## config.mk

```make
export PLATFORM = sky130hd
export DESIGN_NAME = nvs_top
export DESIGN_NICKNAME = d
export VERILOG_FILES = /design/src/nvs_line.v /design/src/nvs_pick.v /design/src/nvs_top.v
export VERILOG_INCLUDE_DIRS = /design/src /design/src/include
export SDC_FILE = /design/constraint.sdc
export NUM_CORES = 1
export LEC_CHECK = 0
export BUFFER_PORTS_ARGS = -buffer_cell sky130_fd_sc_hd__buf_2
export CAP_MARGIN = 20
export CORE_AREA = 8 8 208 210
export CTS_CLUSTER_DIAMETER = 200
export DETAILED_ROUTE_END_ITERATION = 10
export DIE_AREA = 0 0 216 218
export PLACE_DENSITY = 0.62
export SYNTH_ARGS = -nofsm -noshare
export SYNTH_HDL_FRONTEND = slang
export SYNTH_SLANG_ARGS = --single-unit
```

## constraint.sdc

```tcl
create_clock -name pclk -period 24.1 [get_ports pclk]
set_input_delay 2.41 -clock pclk [delete_from_list [all_inputs] [get_ports pclk]]
set_output_delay 2.41 -clock pclk [all_outputs]
set_load 0.02 [all_outputs]
```

## src/include/nvs_map.vh

```
// register map, field layout and sizes of the nested interrupt state logic
`ifndef NVS_MAP_VH
`define NVS_MAP_VH

// ============================================================
// sizes
`define NVS_NUM_IRQ    21
`define NVS_ID_W       5
`define NVS_PRIO_W     3
`define NVS_PRIO_FLAT  63
`define NVS_GRP_W      2
`define NVS_EV_W       4
`define NVS_ADDR_W     12

// ============================================================
// register offsets (byte addresses)
`define NVS_OFF_ENABLE   12'h000
`define NVS_OFF_SETPEND  12'h004
`define NVS_OFF_CLRPEND  12'h008
`define NVS_OFF_ACTIVE   12'h00C
`define NVS_OFF_SOFTWARE_TRIGGER_REGISTER   12'h010
`define NVS_OFF_PRIGRP   12'h014
`define NVS_OFF_MODE     12'h018
`define NVS_OFF_STATUS   12'h01C
`define NVS_OFF_MASK     12'h020
`define NVS_OFF_BEST     12'h024
`define NVS_OFF_PRIO0    12'h040
`define NVS_OFF_PRIO_END 12'h094

// ============================================================
// event bits of the status and mask registers
`define NVS_EV_NMI     0
`define NVS_EV_ENTRY   1
`define NVS_EV_REPEND  2
`define NVS_EV_REPULSE 3

// ============================================================
// field positions of the best-candidate register
`define NVS_BEST_VALID 31
`define NVS_BEST_PREE  30
`define NVS_BEST_PRIO  8

// ============================================================
// reset values
`define NVS_PRIO_RST   3'h0
`define NVS_GRP_RST    2'h0
`define NVS_ZERO32     32'h00000000

`endif

```

## src/nvs_line.v

```verilog
// state of one interrupt line: pending, active and edge history
`include "nvs_map.vh"

module nvs_line (
  // clock and reset
  input  wire pclk,
  input  wire presetn,
  // peripheral request and line mode
  input  wire req,
  input  wire pulse_mode,
  // software controls, one-cycle strobes
  input  wire sw_set,
  input  wire sw_clr,
  // core entry and return for this line, one-cycle strobes
  input  wire enter,
  input  wire ret,
  // state
  output reg  pend,
  output reg  act,
  output wire repulse
);

  reg  req_d;
  reg  next_pend;
  reg  next_act;
  wire rise;
  wire hw_set;

  // inputs are synchronous; one flop of history finds the rising edge
  assign rise    = req & ~req_d;
  // level lines pend while high and not active; pulse lines on the edge
  assign hw_set  = pulse_mode ? rise : (req & ~act & ~enter);
  assign repulse = pulse_mode & rise & act;

  always @* begin
    next_act  = act;
    next_pend = pend;
    if (enter) begin
      next_act  = 1'b1;
      next_pend = 1'b0;
    end
    if (ret) begin
      next_act = 1'b0;
      // level lines resample the request; pulse lines keep what arrived
      if (!pulse_mode)
        next_pend = req;
      // pulse: pend already set by a pulse in the handler, else stays clear
    end
    if (sw_clr) begin
      if (pulse_mode || !req)
        next_pend = 1'b0;
    end
    // a set in the same cycle as a clear wins
    if (sw_set || hw_set)
      next_pend = 1'b1;
  end

  always @(posedge pclk or negedge presetn) begin
    if (!presetn) begin
      req_d <= 1'b0;
      pend  <= 1'b0;
      act   <= 1'b0;
    end else begin
      req_d <= req;
      pend  <= next_pend;
      act   <= next_act;
    end
  end

endmodule // nvs_line

```

## src/nvs_pick.v

```verilog
// arbiter: most urgent enabled pending line and its preemption verdict
`include "nvs_map.vh"

module nvs_pick (
  // candidates and running lines
  input  wire [`NVS_NUM_IRQ-1:0]   cand,
  input  wire [`NVS_NUM_IRQ-1:0]   act,
  // priorities, three bits per line, line 0 lowest
  input  wire [`NVS_PRIO_FLAT-1:0] prio_flat,
  input  wire [`NVS_GRP_W-1:0]     prigroup,
  // result
  output reg                       best_valid,
  output reg  [`NVS_ID_W-1:0]      best_id,
  output reg  [`NVS_PRIO_W-1:0]    best_prio,
  output reg                       preempt
);

  // group part of a priority: the low prigroup bits are subpriority
  function [`NVS_PRIO_W-1:0] grp;
    input [`NVS_PRIO_W-1:0] p;
    input [`NVS_GRP_W-1:0]  g;
    begin
      grp = p >> g;
    end
  endfunction

  integer                 i;
  reg                     run_valid;
  reg [`NVS_PRIO_W-1:0]   run_grp;
  reg [`NVS_PRIO_W-1:0]   p;

  // purely combinational so a priority rewrite counts on the next cycle
  always @* begin
    best_valid = 1'b0;
    best_id    = {`NVS_ID_W{1'b0}};
    best_prio  = {`NVS_PRIO_W{1'b0}};
    run_valid  = 1'b0;
    run_grp    = {`NVS_PRIO_W{1'b0}};
    p          = {`NVS_PRIO_W{1'b0}};
    for (i = 0; i < `NVS_NUM_IRQ; i = i + 1) begin
      p = prio_flat[i*`NVS_PRIO_W +: `NVS_PRIO_W];
      // strict compare: on a tie the lower number, met first, stays
      if (cand[i] && (!best_valid || p < best_prio)) begin
        best_valid = 1'b1;
        best_id    = i[`NVS_ID_W-1:0];
        best_prio  = p;
      end
      if (act[i] && (!run_valid || grp(p, prigroup) < run_grp)) begin
        run_valid = 1'b1;
        run_grp   = grp(p, prigroup);
      end
    end
    // only a strictly more urgent group nests over a running handler
    preempt = best_valid && (!run_valid || grp(best_prio, prigroup) < run_grp);
  end

endmodule // nvs_pick

```

## src/nvs_top.v

```verilog
// nested interrupt state logic: line states, priorities, nmi and apb registers
`include "nvs_map.vh"

module nvs_top (
  // clock and reset
  input  wire                       pclk,
  input  wire                       presetn,
  // apb slave
  input  wire                       psel,
  input  wire                       penable,
  input  wire                       pwrite,
  input  wire [`NVS_ADDR_W-1:0]     paddr,
  input  wire [31:0]                pwdata,
  output reg  [31:0]                prdata,
  output wire                       pready,
  output wire                       pslverr,
  // peripheral requests
  input  wire [`NVS_NUM_IRQ-1:0]    irq_req,
  input  wire                       nmi_req,
  // core exception entry and return, one-cycle strobes
  input  wire                       exc_enter,
  input  wire [`NVS_ID_W-1:0]       exc_enter_id,
  input  wire                       exc_return,
  input  wire [`NVS_ID_W-1:0]       exc_return_id,
  input  wire                       nmi_ack,
  // to the core
  output reg                        core_irq_valid,
  output reg  [`NVS_ID_W-1:0]       core_irq_id,
  output reg                        core_nmi,
  // event interrupt
  output wire                       irq_out
);

  // ============================================================
  // decoding helpers
  function [`NVS_NUM_IRQ-1:0] onehot;
    input              en;
    input [`NVS_ID_W-1:0] id;
    begin
      onehot = {`NVS_NUM_IRQ{1'b0}};
      if (en && id < `NVS_NUM_IRQ)
        onehot[id] = 1'b1;
    end
  endfunction

  function hit;
    input [`NVS_ADDR_W-1:0] a;
    input [`NVS_ADDR_W-1:0] off;
    begin
      hit = (a == off);
    end
  endfunction

  function in_prio;
    input [`NVS_ADDR_W-1:0] a;
    begin
      in_prio = (a >= `NVS_OFF_PRIO0) && (a <= `NVS_OFF_PRIO_END) && (a[1:0] == 2'h0);
    end
  endfunction

  // ============================================================
  // declarations
  reg  [`NVS_NUM_IRQ-1:0]    enable;
  reg  [`NVS_NUM_IRQ-1:0]    mode;
  reg  [`NVS_GRP_W-1:0]      prigroup;
  reg  [`NVS_EV_W-1:0]       status;
  reg  [`NVS_EV_W-1:0]       mask;
  reg  [`NVS_EV_W-1:0]       next_status;
  reg                        nmi_d;
  reg                        nmi_pend;
  reg  [31:0]                next_rdata;
  reg                        mapped;
  wire [`NVS_NUM_IRQ-1:0]    pend;
  wire [`NVS_NUM_IRQ-1:0]    act;
  wire [`NVS_NUM_IRQ-1:0]    repulse;
  wire [`NVS_PRIO_FLAT-1:0]  prio_flat;
  wire [`NVS_NUM_IRQ-1:0]    enter_vec;
  wire [`NVS_NUM_IRQ-1:0]    ret_vec;
  wire [`NVS_NUM_IRQ-1:0]    trig_vec;
  wire [`NVS_NUM_IRQ-1:0]    set_vec;
  wire [`NVS_NUM_IRQ-1:0]    clr_vec;
  wire [`NVS_NUM_IRQ-1:0]    cand;
  wire                       wr_en;
  wire                       setup_rd;
  wire [`NVS_ID_W-1:0]       prio_idx;
  wire                       best_valid;
  wire [`NVS_ID_W-1:0]       best_id;
  wire [`NVS_PRIO_W-1:0]     best_prio;
  wire                       preempt;
  wire                       nmi_rise;
  wire [`NVS_ADDR_W-1:0]     prio_off;
  wire                       prio_ok;
  wire                       sel_enable;
  wire                       sel_setpend;
  wire                       sel_clrpend;
  wire                       sel_active;
  wire                       sel_software_trigger_register;
  wire                       sel_prigrp;
  wire                       sel_mode;
  wire                       sel_status;
  wire                       sel_mask;
  wire                       sel_best;
  wire                       sel_prio;
  wire                       ev_entry;
  wire                       ev_repend;
  wire                       ev_repulse;

  // ============================================================
  // apb handshake
  // zero wait states: every access finishes in its first access cycle
  assign pready   = 1'b1;
  assign wr_en    = psel & penable & pwrite;
  assign setup_rd = psel & ~penable & ~pwrite;
  // byte offset into the priority window; the word index keeps only the
  // low bits on purpose, the window holds fewer than 32 words
  assign prio_off = paddr - `NVS_OFF_PRIO0;
  assign prio_idx = prio_off[`NVS_ID_W+1:2];
  // the window end is decoded but has no line behind it
  assign prio_ok  = sel_prio & (prio_idx < `NVS_NUM_IRQ);

  // ============================================================
  // address decode, shared by the error flag and the read side
  assign sel_enable  = hit(paddr, `NVS_OFF_ENABLE);
  assign sel_setpend = hit(paddr, `NVS_OFF_SETPEND);
  assign sel_clrpend = hit(paddr, `NVS_OFF_CLRPEND);
  assign sel_active  = hit(paddr, `NVS_OFF_ACTIVE);
  assign sel_software_trigger_register  = hit(paddr, `NVS_OFF_SOFTWARE_TRIGGER_REGISTER);
  assign sel_prigrp  = hit(paddr, `NVS_OFF_PRIGRP);
  assign sel_mode    = hit(paddr, `NVS_OFF_MODE);
  assign sel_status  = hit(paddr, `NVS_OFF_STATUS);
  assign sel_mask    = hit(paddr, `NVS_OFF_MASK);
  assign sel_best    = hit(paddr, `NVS_OFF_BEST);
  assign sel_prio    = in_prio(paddr);

  always @* begin
    mapped = sel_enable | sel_setpend | sel_clrpend | sel_active |
             sel_software_trigger_register | sel_prigrp  | sel_mode    | sel_status |
             sel_mask   | sel_best    | sel_prio;
  end

  // the window end is mapped, so it answers without an error
  assign pslverr = psel & penable & ~mapped;

  // ============================================================
  // software strobes into the line states
  assign set_vec  = (wr_en && hit(paddr, `NVS_OFF_SETPEND)) ?
                    pwdata[`NVS_NUM_IRQ-1:0] : {`NVS_NUM_IRQ{1'b0}};
  assign trig_vec = onehot(wr_en && hit(paddr, `NVS_OFF_SOFTWARE_TRIGGER_REGISTER), pwdata[`NVS_ID_W-1:0]);
  assign clr_vec  = (wr_en && hit(paddr, `NVS_OFF_CLRPEND)) ?
                    pwdata[`NVS_NUM_IRQ-1:0] : {`NVS_NUM_IRQ{1'b0}};
  // the core stacks and unstacks on its own; here only state moves
  assign enter_vec = onehot(exc_enter, exc_enter_id);
  assign ret_vec   = onehot(exc_return, exc_return_id);

  // ============================================================
  // one state machine and one priority register per line
  genvar gi;
  generate
    for (gi = 0; gi < `NVS_NUM_IRQ; gi = gi + 1) begin : g_line
      reg [`NVS_PRIO_W-1:0] prio;

      // level sources are trusted to hold until serviced
      nvs_line u_line (
        .pclk       (pclk),
        .presetn    (presetn),
        .req        (irq_req[gi]),
        .pulse_mode (mode[gi]),
        .sw_set     (set_vec[gi] | trig_vec[gi]),
        .sw_clr     (clr_vec[gi]),
        .enter      (enter_vec[gi]),
        .ret        (ret_vec[gi]),
        .pend       (pend[gi]),
        .act        (act[gi]),
        .repulse    (repulse[gi])
      );

      always @(posedge pclk or negedge presetn) begin
        if (!presetn)
          prio <= `NVS_PRIO_RST;
        // a write beyond the last line matches no index and is dropped
        else if (wr_en && prio_ok && prio_idx == gi)
          prio <= pwdata[`NVS_PRIO_W-1:0];
      end

      assign prio_flat[gi*`NVS_PRIO_W +: `NVS_PRIO_W] = prio;
    end
  endgenerate

  // ============================================================
  // arbitration
  // a line that is already active is never offered again until return
  assign cand = pend & enable & ~act;

  nvs_pick u_pick (
    .cand       (cand),
    .act        (act),
    .prio_flat  (prio_flat),
    .prigroup   (prigroup),
    .best_valid (best_valid),
    .best_id    (best_id),
    .best_prio  (best_prio),
    .preempt    (preempt)
  );

  // ============================================================
  // non-maskable request: edge latched, not gated by any enable
  assign nmi_rise = nmi_req & ~nmi_d;

  always @(posedge pclk or negedge presetn) begin
    if (!presetn) begin
      nmi_d    <= 1'b0;
      nmi_pend <= 1'b0;
    end else begin
      nmi_d <= nmi_req;
      if (nmi_rise)
        nmi_pend <= 1'b1;
      else if (nmi_ack)
        nmi_pend <= 1'b0;
    end
  end

  // ============================================================
  // core request outputs, registered
  always @(posedge pclk or negedge presetn) begin
    if (!presetn) begin
      core_irq_valid <= 1'b0;
      core_irq_id    <= {`NVS_ID_W{1'b0}};
      core_nmi       <= 1'b0;
    end else begin
      core_irq_valid <= preempt & ~exc_enter;
      core_irq_id    <= best_id;
      core_nmi       <= (nmi_pend | nmi_rise) & ~nmi_ack;
    end
  end

  // ============================================================
  // control registers
  always @(posedge pclk or negedge presetn) begin
    if (!presetn) begin
      enable   <= {`NVS_NUM_IRQ{1'b0}};
      mode     <= {`NVS_NUM_IRQ{1'b0}};
      prigroup <= `NVS_GRP_RST;
      mask     <= {`NVS_EV_W{1'b0}};
    end else if (wr_en) begin
      if (hit(paddr, `NVS_OFF_ENABLE))
        enable <= pwdata[`NVS_NUM_IRQ-1:0];
      if (hit(paddr, `NVS_OFF_MODE))
        mode <= pwdata[`NVS_NUM_IRQ-1:0];
      if (hit(paddr, `NVS_OFF_PRIGRP))
        prigroup <= pwdata[`NVS_GRP_W-1:0];
      if (hit(paddr, `NVS_OFF_MASK))
        mask <= pwdata[`NVS_EV_W-1:0];
    end
  end

  // ============================================================
  // sticky events, write one to clear; a new event beats the clear
  assign ev_entry   = |enter_vec;
  // the event counts only a level line whose source still asks; a pulse line kept pending on return is not counted
  assign ev_repend  = |(ret_vec & ~mode & irq_req);
  assign ev_repulse = |repulse;

  always @* begin
    next_status = status;
    if (wr_en && sel_status)
      next_status = next_status & ~pwdata[`NVS_EV_W-1:0];
    if (nmi_rise)
      next_status[`NVS_EV_NMI] = 1'b1;
    if (ev_entry)
      next_status[`NVS_EV_ENTRY] = 1'b1;
    if (ev_repend)
      next_status[`NVS_EV_REPEND] = 1'b1;
    if (ev_repulse)
      next_status[`NVS_EV_REPULSE] = 1'b1;
  end

  always @(posedge pclk or negedge presetn) begin
    if (!presetn)
      status <= {`NVS_EV_W{1'b0}};
    else
      status <= next_status;
  end

  assign irq_out = |(status & mask);

  // ============================================================
  // read data, captured in the setup cycle so it stands in the access cycle
  always @* begin
    next_rdata = `NVS_ZERO32;
    if (hit(paddr, `NVS_OFF_ENABLE))
      next_rdata[`NVS_NUM_IRQ-1:0] = enable;
    if (hit(paddr, `NVS_OFF_SETPEND) || hit(paddr, `NVS_OFF_CLRPEND))
      next_rdata[`NVS_NUM_IRQ-1:0] = pend;
    if (hit(paddr, `NVS_OFF_ACTIVE))
      next_rdata[`NVS_NUM_IRQ-1:0] = act;
    if (hit(paddr, `NVS_OFF_PRIGRP))
      next_rdata[`NVS_GRP_W-1:0] = prigroup;
    if (hit(paddr, `NVS_OFF_MODE))
      next_rdata[`NVS_NUM_IRQ-1:0] = mode;
    if (hit(paddr, `NVS_OFF_STATUS))
      next_rdata[`NVS_EV_W-1:0] = status;
    if (hit(paddr, `NVS_OFF_MASK))
      next_rdata[`NVS_EV_W-1:0] = mask;
    if (hit(paddr, `NVS_OFF_BEST)) begin
      next_rdata[`NVS_BEST_VALID]                      = best_valid;
      next_rdata[`NVS_BEST_PREE]                       = preempt;
      next_rdata[`NVS_BEST_PRIO +: `NVS_PRIO_W]        = best_prio;
      next_rdata[`NVS_ID_W-1:0]                        = best_id;
    end
    // the window end stores nothing, so it reads as zero
    if (prio_ok)
      next_rdata[`NVS_PRIO_W-1:0] = prio_flat[prio_idx*`NVS_PRIO_W +: `NVS_PRIO_W];
  end

  always @(posedge pclk or negedge presetn) begin
    if (!presetn)
      prdata <= `NVS_ZERO32;
    else if (setup_rd)
      prdata <= next_rdata;
  end

endmodule // nvs_top

```

==> results.cfg <==
[timing]
max-slew-margin-rel_pct = 36.63
drv_slew = 0
fin_worst_skew_ps = 29.15
min_period_ps = 25450
finalHoldViolations = 0
rsz0062_at_grt = true
final.setup.worst_slack_ps = -1348
setup_violations = 15
finalSetupTns_ps = -7184
min_period_over_period_pct = 105.6
max_freq_mhz = 39.30
worstMarginPinSlew_ps = 950.6

[pwr]
internal_power_mw = 0.8207
switchingPower_mw = 0.4319
power.density_mw_per_mm2 = 54.39
switching_share_pct = 34.48
combPwrFrac_pct = 37.5
share_seq_of_total_power_pct = 31.9
p_leak_nw = 9.905
p_total_mw = 1.253
pwr-share-clk_pct = 30.6
vdd_drop_max_v = 0.00005774

[cells_and_area]
syn_to_final_growth_pct = 30.21
fin_cells = 2963
antenna_cells = 0
finalNetCount = 2567
drive_gt1_share_pct = 34.55

[grt]
grt_pass1_vias = 18280
antenna_found_initial = 0
grt_usage_pct = 27.13
grt_pass1_wl_um = 102200
overflow = 0
grt_max_degree = 100

[synthesis]
ys_ff_latch = 210
synth.distinct_cells = 103
synth_top_flop_cell = dfrtp_1
synth_edf_count = 0
ys_async_sr_fraction_pct = 100.0
netlist_area_mm2 = 0.01769
yosysWarnings = 0
seq_area_frac_synth_pct = 29.71
syn-instance-count = 2055
avgSynthCellArea_um2 = 8.606

[drt]
drt-total-wl_um = 67210
via_per_inst = 6.210
post_drt_wl_per_cell_um = 22.68
vias = 18400
first_pass_iters = 5
drc = 0
postRouteAntennaNets = 0
dr.first_iter.drc_count = 1231

[clock_network]
cts_buffers = 24
cts_max_path_buffers = 3
cts_tree = yes
htreeDepth = 1
clk_latency_ps = 550
clk_pin_slew_ps = 60
clockRootBuffer = clkbuf_16
clock_sinks = 210

[run]
cap_violations = 0

[worst_setup_path]
end_kind = flop
crit_type = flop to flop
worstPathMaxFanout = 4
cp_num_buf_inv = 13
crit_slowest_cell = a2111o_1
max_stage_delay_ps = 450
path_delay_family = compound AO/OA/AOI/OAI gates
arrival_ps = 25920
crit_top_cell = ha_4
required_ps = 24570
critPathLaunchType = flop

[floorplan]
die-area_mm2 = 0.04709
io_pins = 126
core_mm2 = 0.04018
die_w_um = 216
die_height_um = 218
start_util_pct = 44.01
rows = 74

[placement]
placed_cells = 2835
globalplace.congestion = 0.9639
numPortBuffers = 104
hpwl_um = 49480

[outcome]
outcome = complete, but fails checks
violations = setup timing

[min_path]
hold_path_class = flop to flop
through the flow:
stage	worst slack (ps)	hold slack, ps	util (%)	cell area, um^2
finish	-1348	480.8	57.31	23030
global route	-2530	480.3	57.31	23030
CTS	-831.6	474.1	55.54	22320
detailed placement	-1878	461.8	51.41	20660
global placement	-1352	452.5	51.41	20660
floorplan	-354.5	438.9	-	18070
path summary, 6_finish.rpt:
path                                                      to  depth (start not counted)  slack, ps                              from
hold reg to reg                         nmi_pend$_DFFE_PN0P_                          1        480              nmi_pend$_DFFE_PN0P_
max in group asynchronous           core_irq_id[3]$_DFF_PN0_                          2      20930                           presetn
hold / removal                          nmi_pend$_DFFE_PN0P_                          1        480              nmi_pend$_DFFE_PN0P_
setup reg to reg                    core_irq_valid$_DFF_PN0_                        146      -1350  g_line[0].u_line.act$_DFFE_PN0P_
setup / recovery                    core_irq_valid$_DFF_PN0_                        146      -1350  g_line[0].u_line.act$_DFFE_PN0P_
min in group asynchronous  g_line[15].u_line.req_d$_DFF_PN0_                          1       1860                           presetn
sequential cells by signal, indices dropped and copies added, names as in the netlist:
register,count
core_irq_id,5
core_irq_valid,1
core_nmi,1
enable,21
g_line.prio,63
g_line.u_line.act,21
g_line.u_line.pend,21
g_line.u_line.req_d,21
mask,4
mode,21
nmi_d,1
nmi_pend,1
prdata,23
prigroup,2
status,4
worst reg2reg max path, delay by kind of cell (launching register included):
family | cells | cell delay [ps]
AO/OA/AOI/OAI | 56 | 9150
buffers and inverters | 13 | 1340
flip-flops | 1 | 370
adder cells (fa/ha/maj) | 21 | 4960
multiplexers | 14 | 3750
AND/OR/NAND/NOR | 42 | 5780
cell usage in the layout (no fill, tap or decap), drive strengths merged, types with 37 or more instances in the layout:
cell type | netlist | routed
mux2i | 74 | 74
nor3 | 38 | 38
nand2 | 186 | 186
dfrtp | 210 | 210
nand3 | 50 | 50
nor2b | 37 | 37
inv | 82 | 82
a21oi | 108 | 108
o21a | 63 | 63
o211ai | 42 | 42
nand2b | 44 | 44
o21ai | 137 | 137
ha | 68 | 68
mux2 | 130 | 130
buf | 26 | 432
nor2 | 185 | 185
a31oi | 41 | 41
a22oi | 44 | 44
synthesized netlist by cell type (all sizes together) (17+ instances only):
cell,instances,area (um^2)
dfrtp,210,5255
nand3,50,250.2
nand3b,34,255.2
nor2b,37,231.5
clkbuf,81,304.0
a211oi,20,177.7
mux4,18,405.4
nor3,38,200.2
a21oi,108,544.3
nor2,185,701.9
mux2,130,1464
or2,21,133.9
nand4b,18,157.7
and3,17,106.4
and2,21,133.9
a21o,30,225.2
o21a,63,473.0
a31oi,41,299.0
a22oi,44,335.3
nand2,186,698.2
buf,26,157.6
inv,82,307.8
o21ai,137,689.4
mux2i,74,740.7
ha,68,850.8
o211ai,42,320.3
nand2b,44,275.3
timing repair:
item | CTS | global route
pin swaps | 73 | 106
hold buffers | 0 | 0
setup buffers | 57 | 28
setup endpoints to repair | 15 | 15
resized for setup | 80 | 97
power by group through the flow:
stage          logic (mW)  clock network (mW)  registers [mW]
3_3_place_gp        0.407                   0           0.403
3_5_place_dp        0.425                   0           0.404
5_1_grt             0.515               0.401           0.401
2_1_floorplan       0.322                   0           0.389
6_report            0.470               0.383           0.399
4_1_cts             0.450               0.387           0.397
final cells by class:
| cell class | count | area, um^2 |
|---|---|---|
| sequential | 210 | 5256 |
| timing repair buffer | 433 | 3070 |
| multi-input combinational | 1664 | 12910 |
| fill | 3591 | 17160 |
| clock buffer | 35 | 723.2 |
| inverter | 82 | 315.3 |
| tap | 532 | 665.6 |
| clock inverter | 7 | 87.58 |
kinds of logic after synthesis:
family,Yosys count,synth area share (%)
simple gates,725,20.91
compound gates,636,25.24
mux,222,14.76
flops,210,29.71
buf+inv,189,4.351
fa+ha+maj,71,4.988
other cells,2,0.04246
routing by layer:
layer / wire, um / track usage, % / vias up
met5: 0 / 0 / -
met4: 3881 / 13.93 / 0
met3: 4045 / 3.245 / 208
met2: 31310 / 45.02 / 725
met1: 27980 / 34.60 / 9058
li1: - / - / 8410
(Power assumes the default switching activity.)
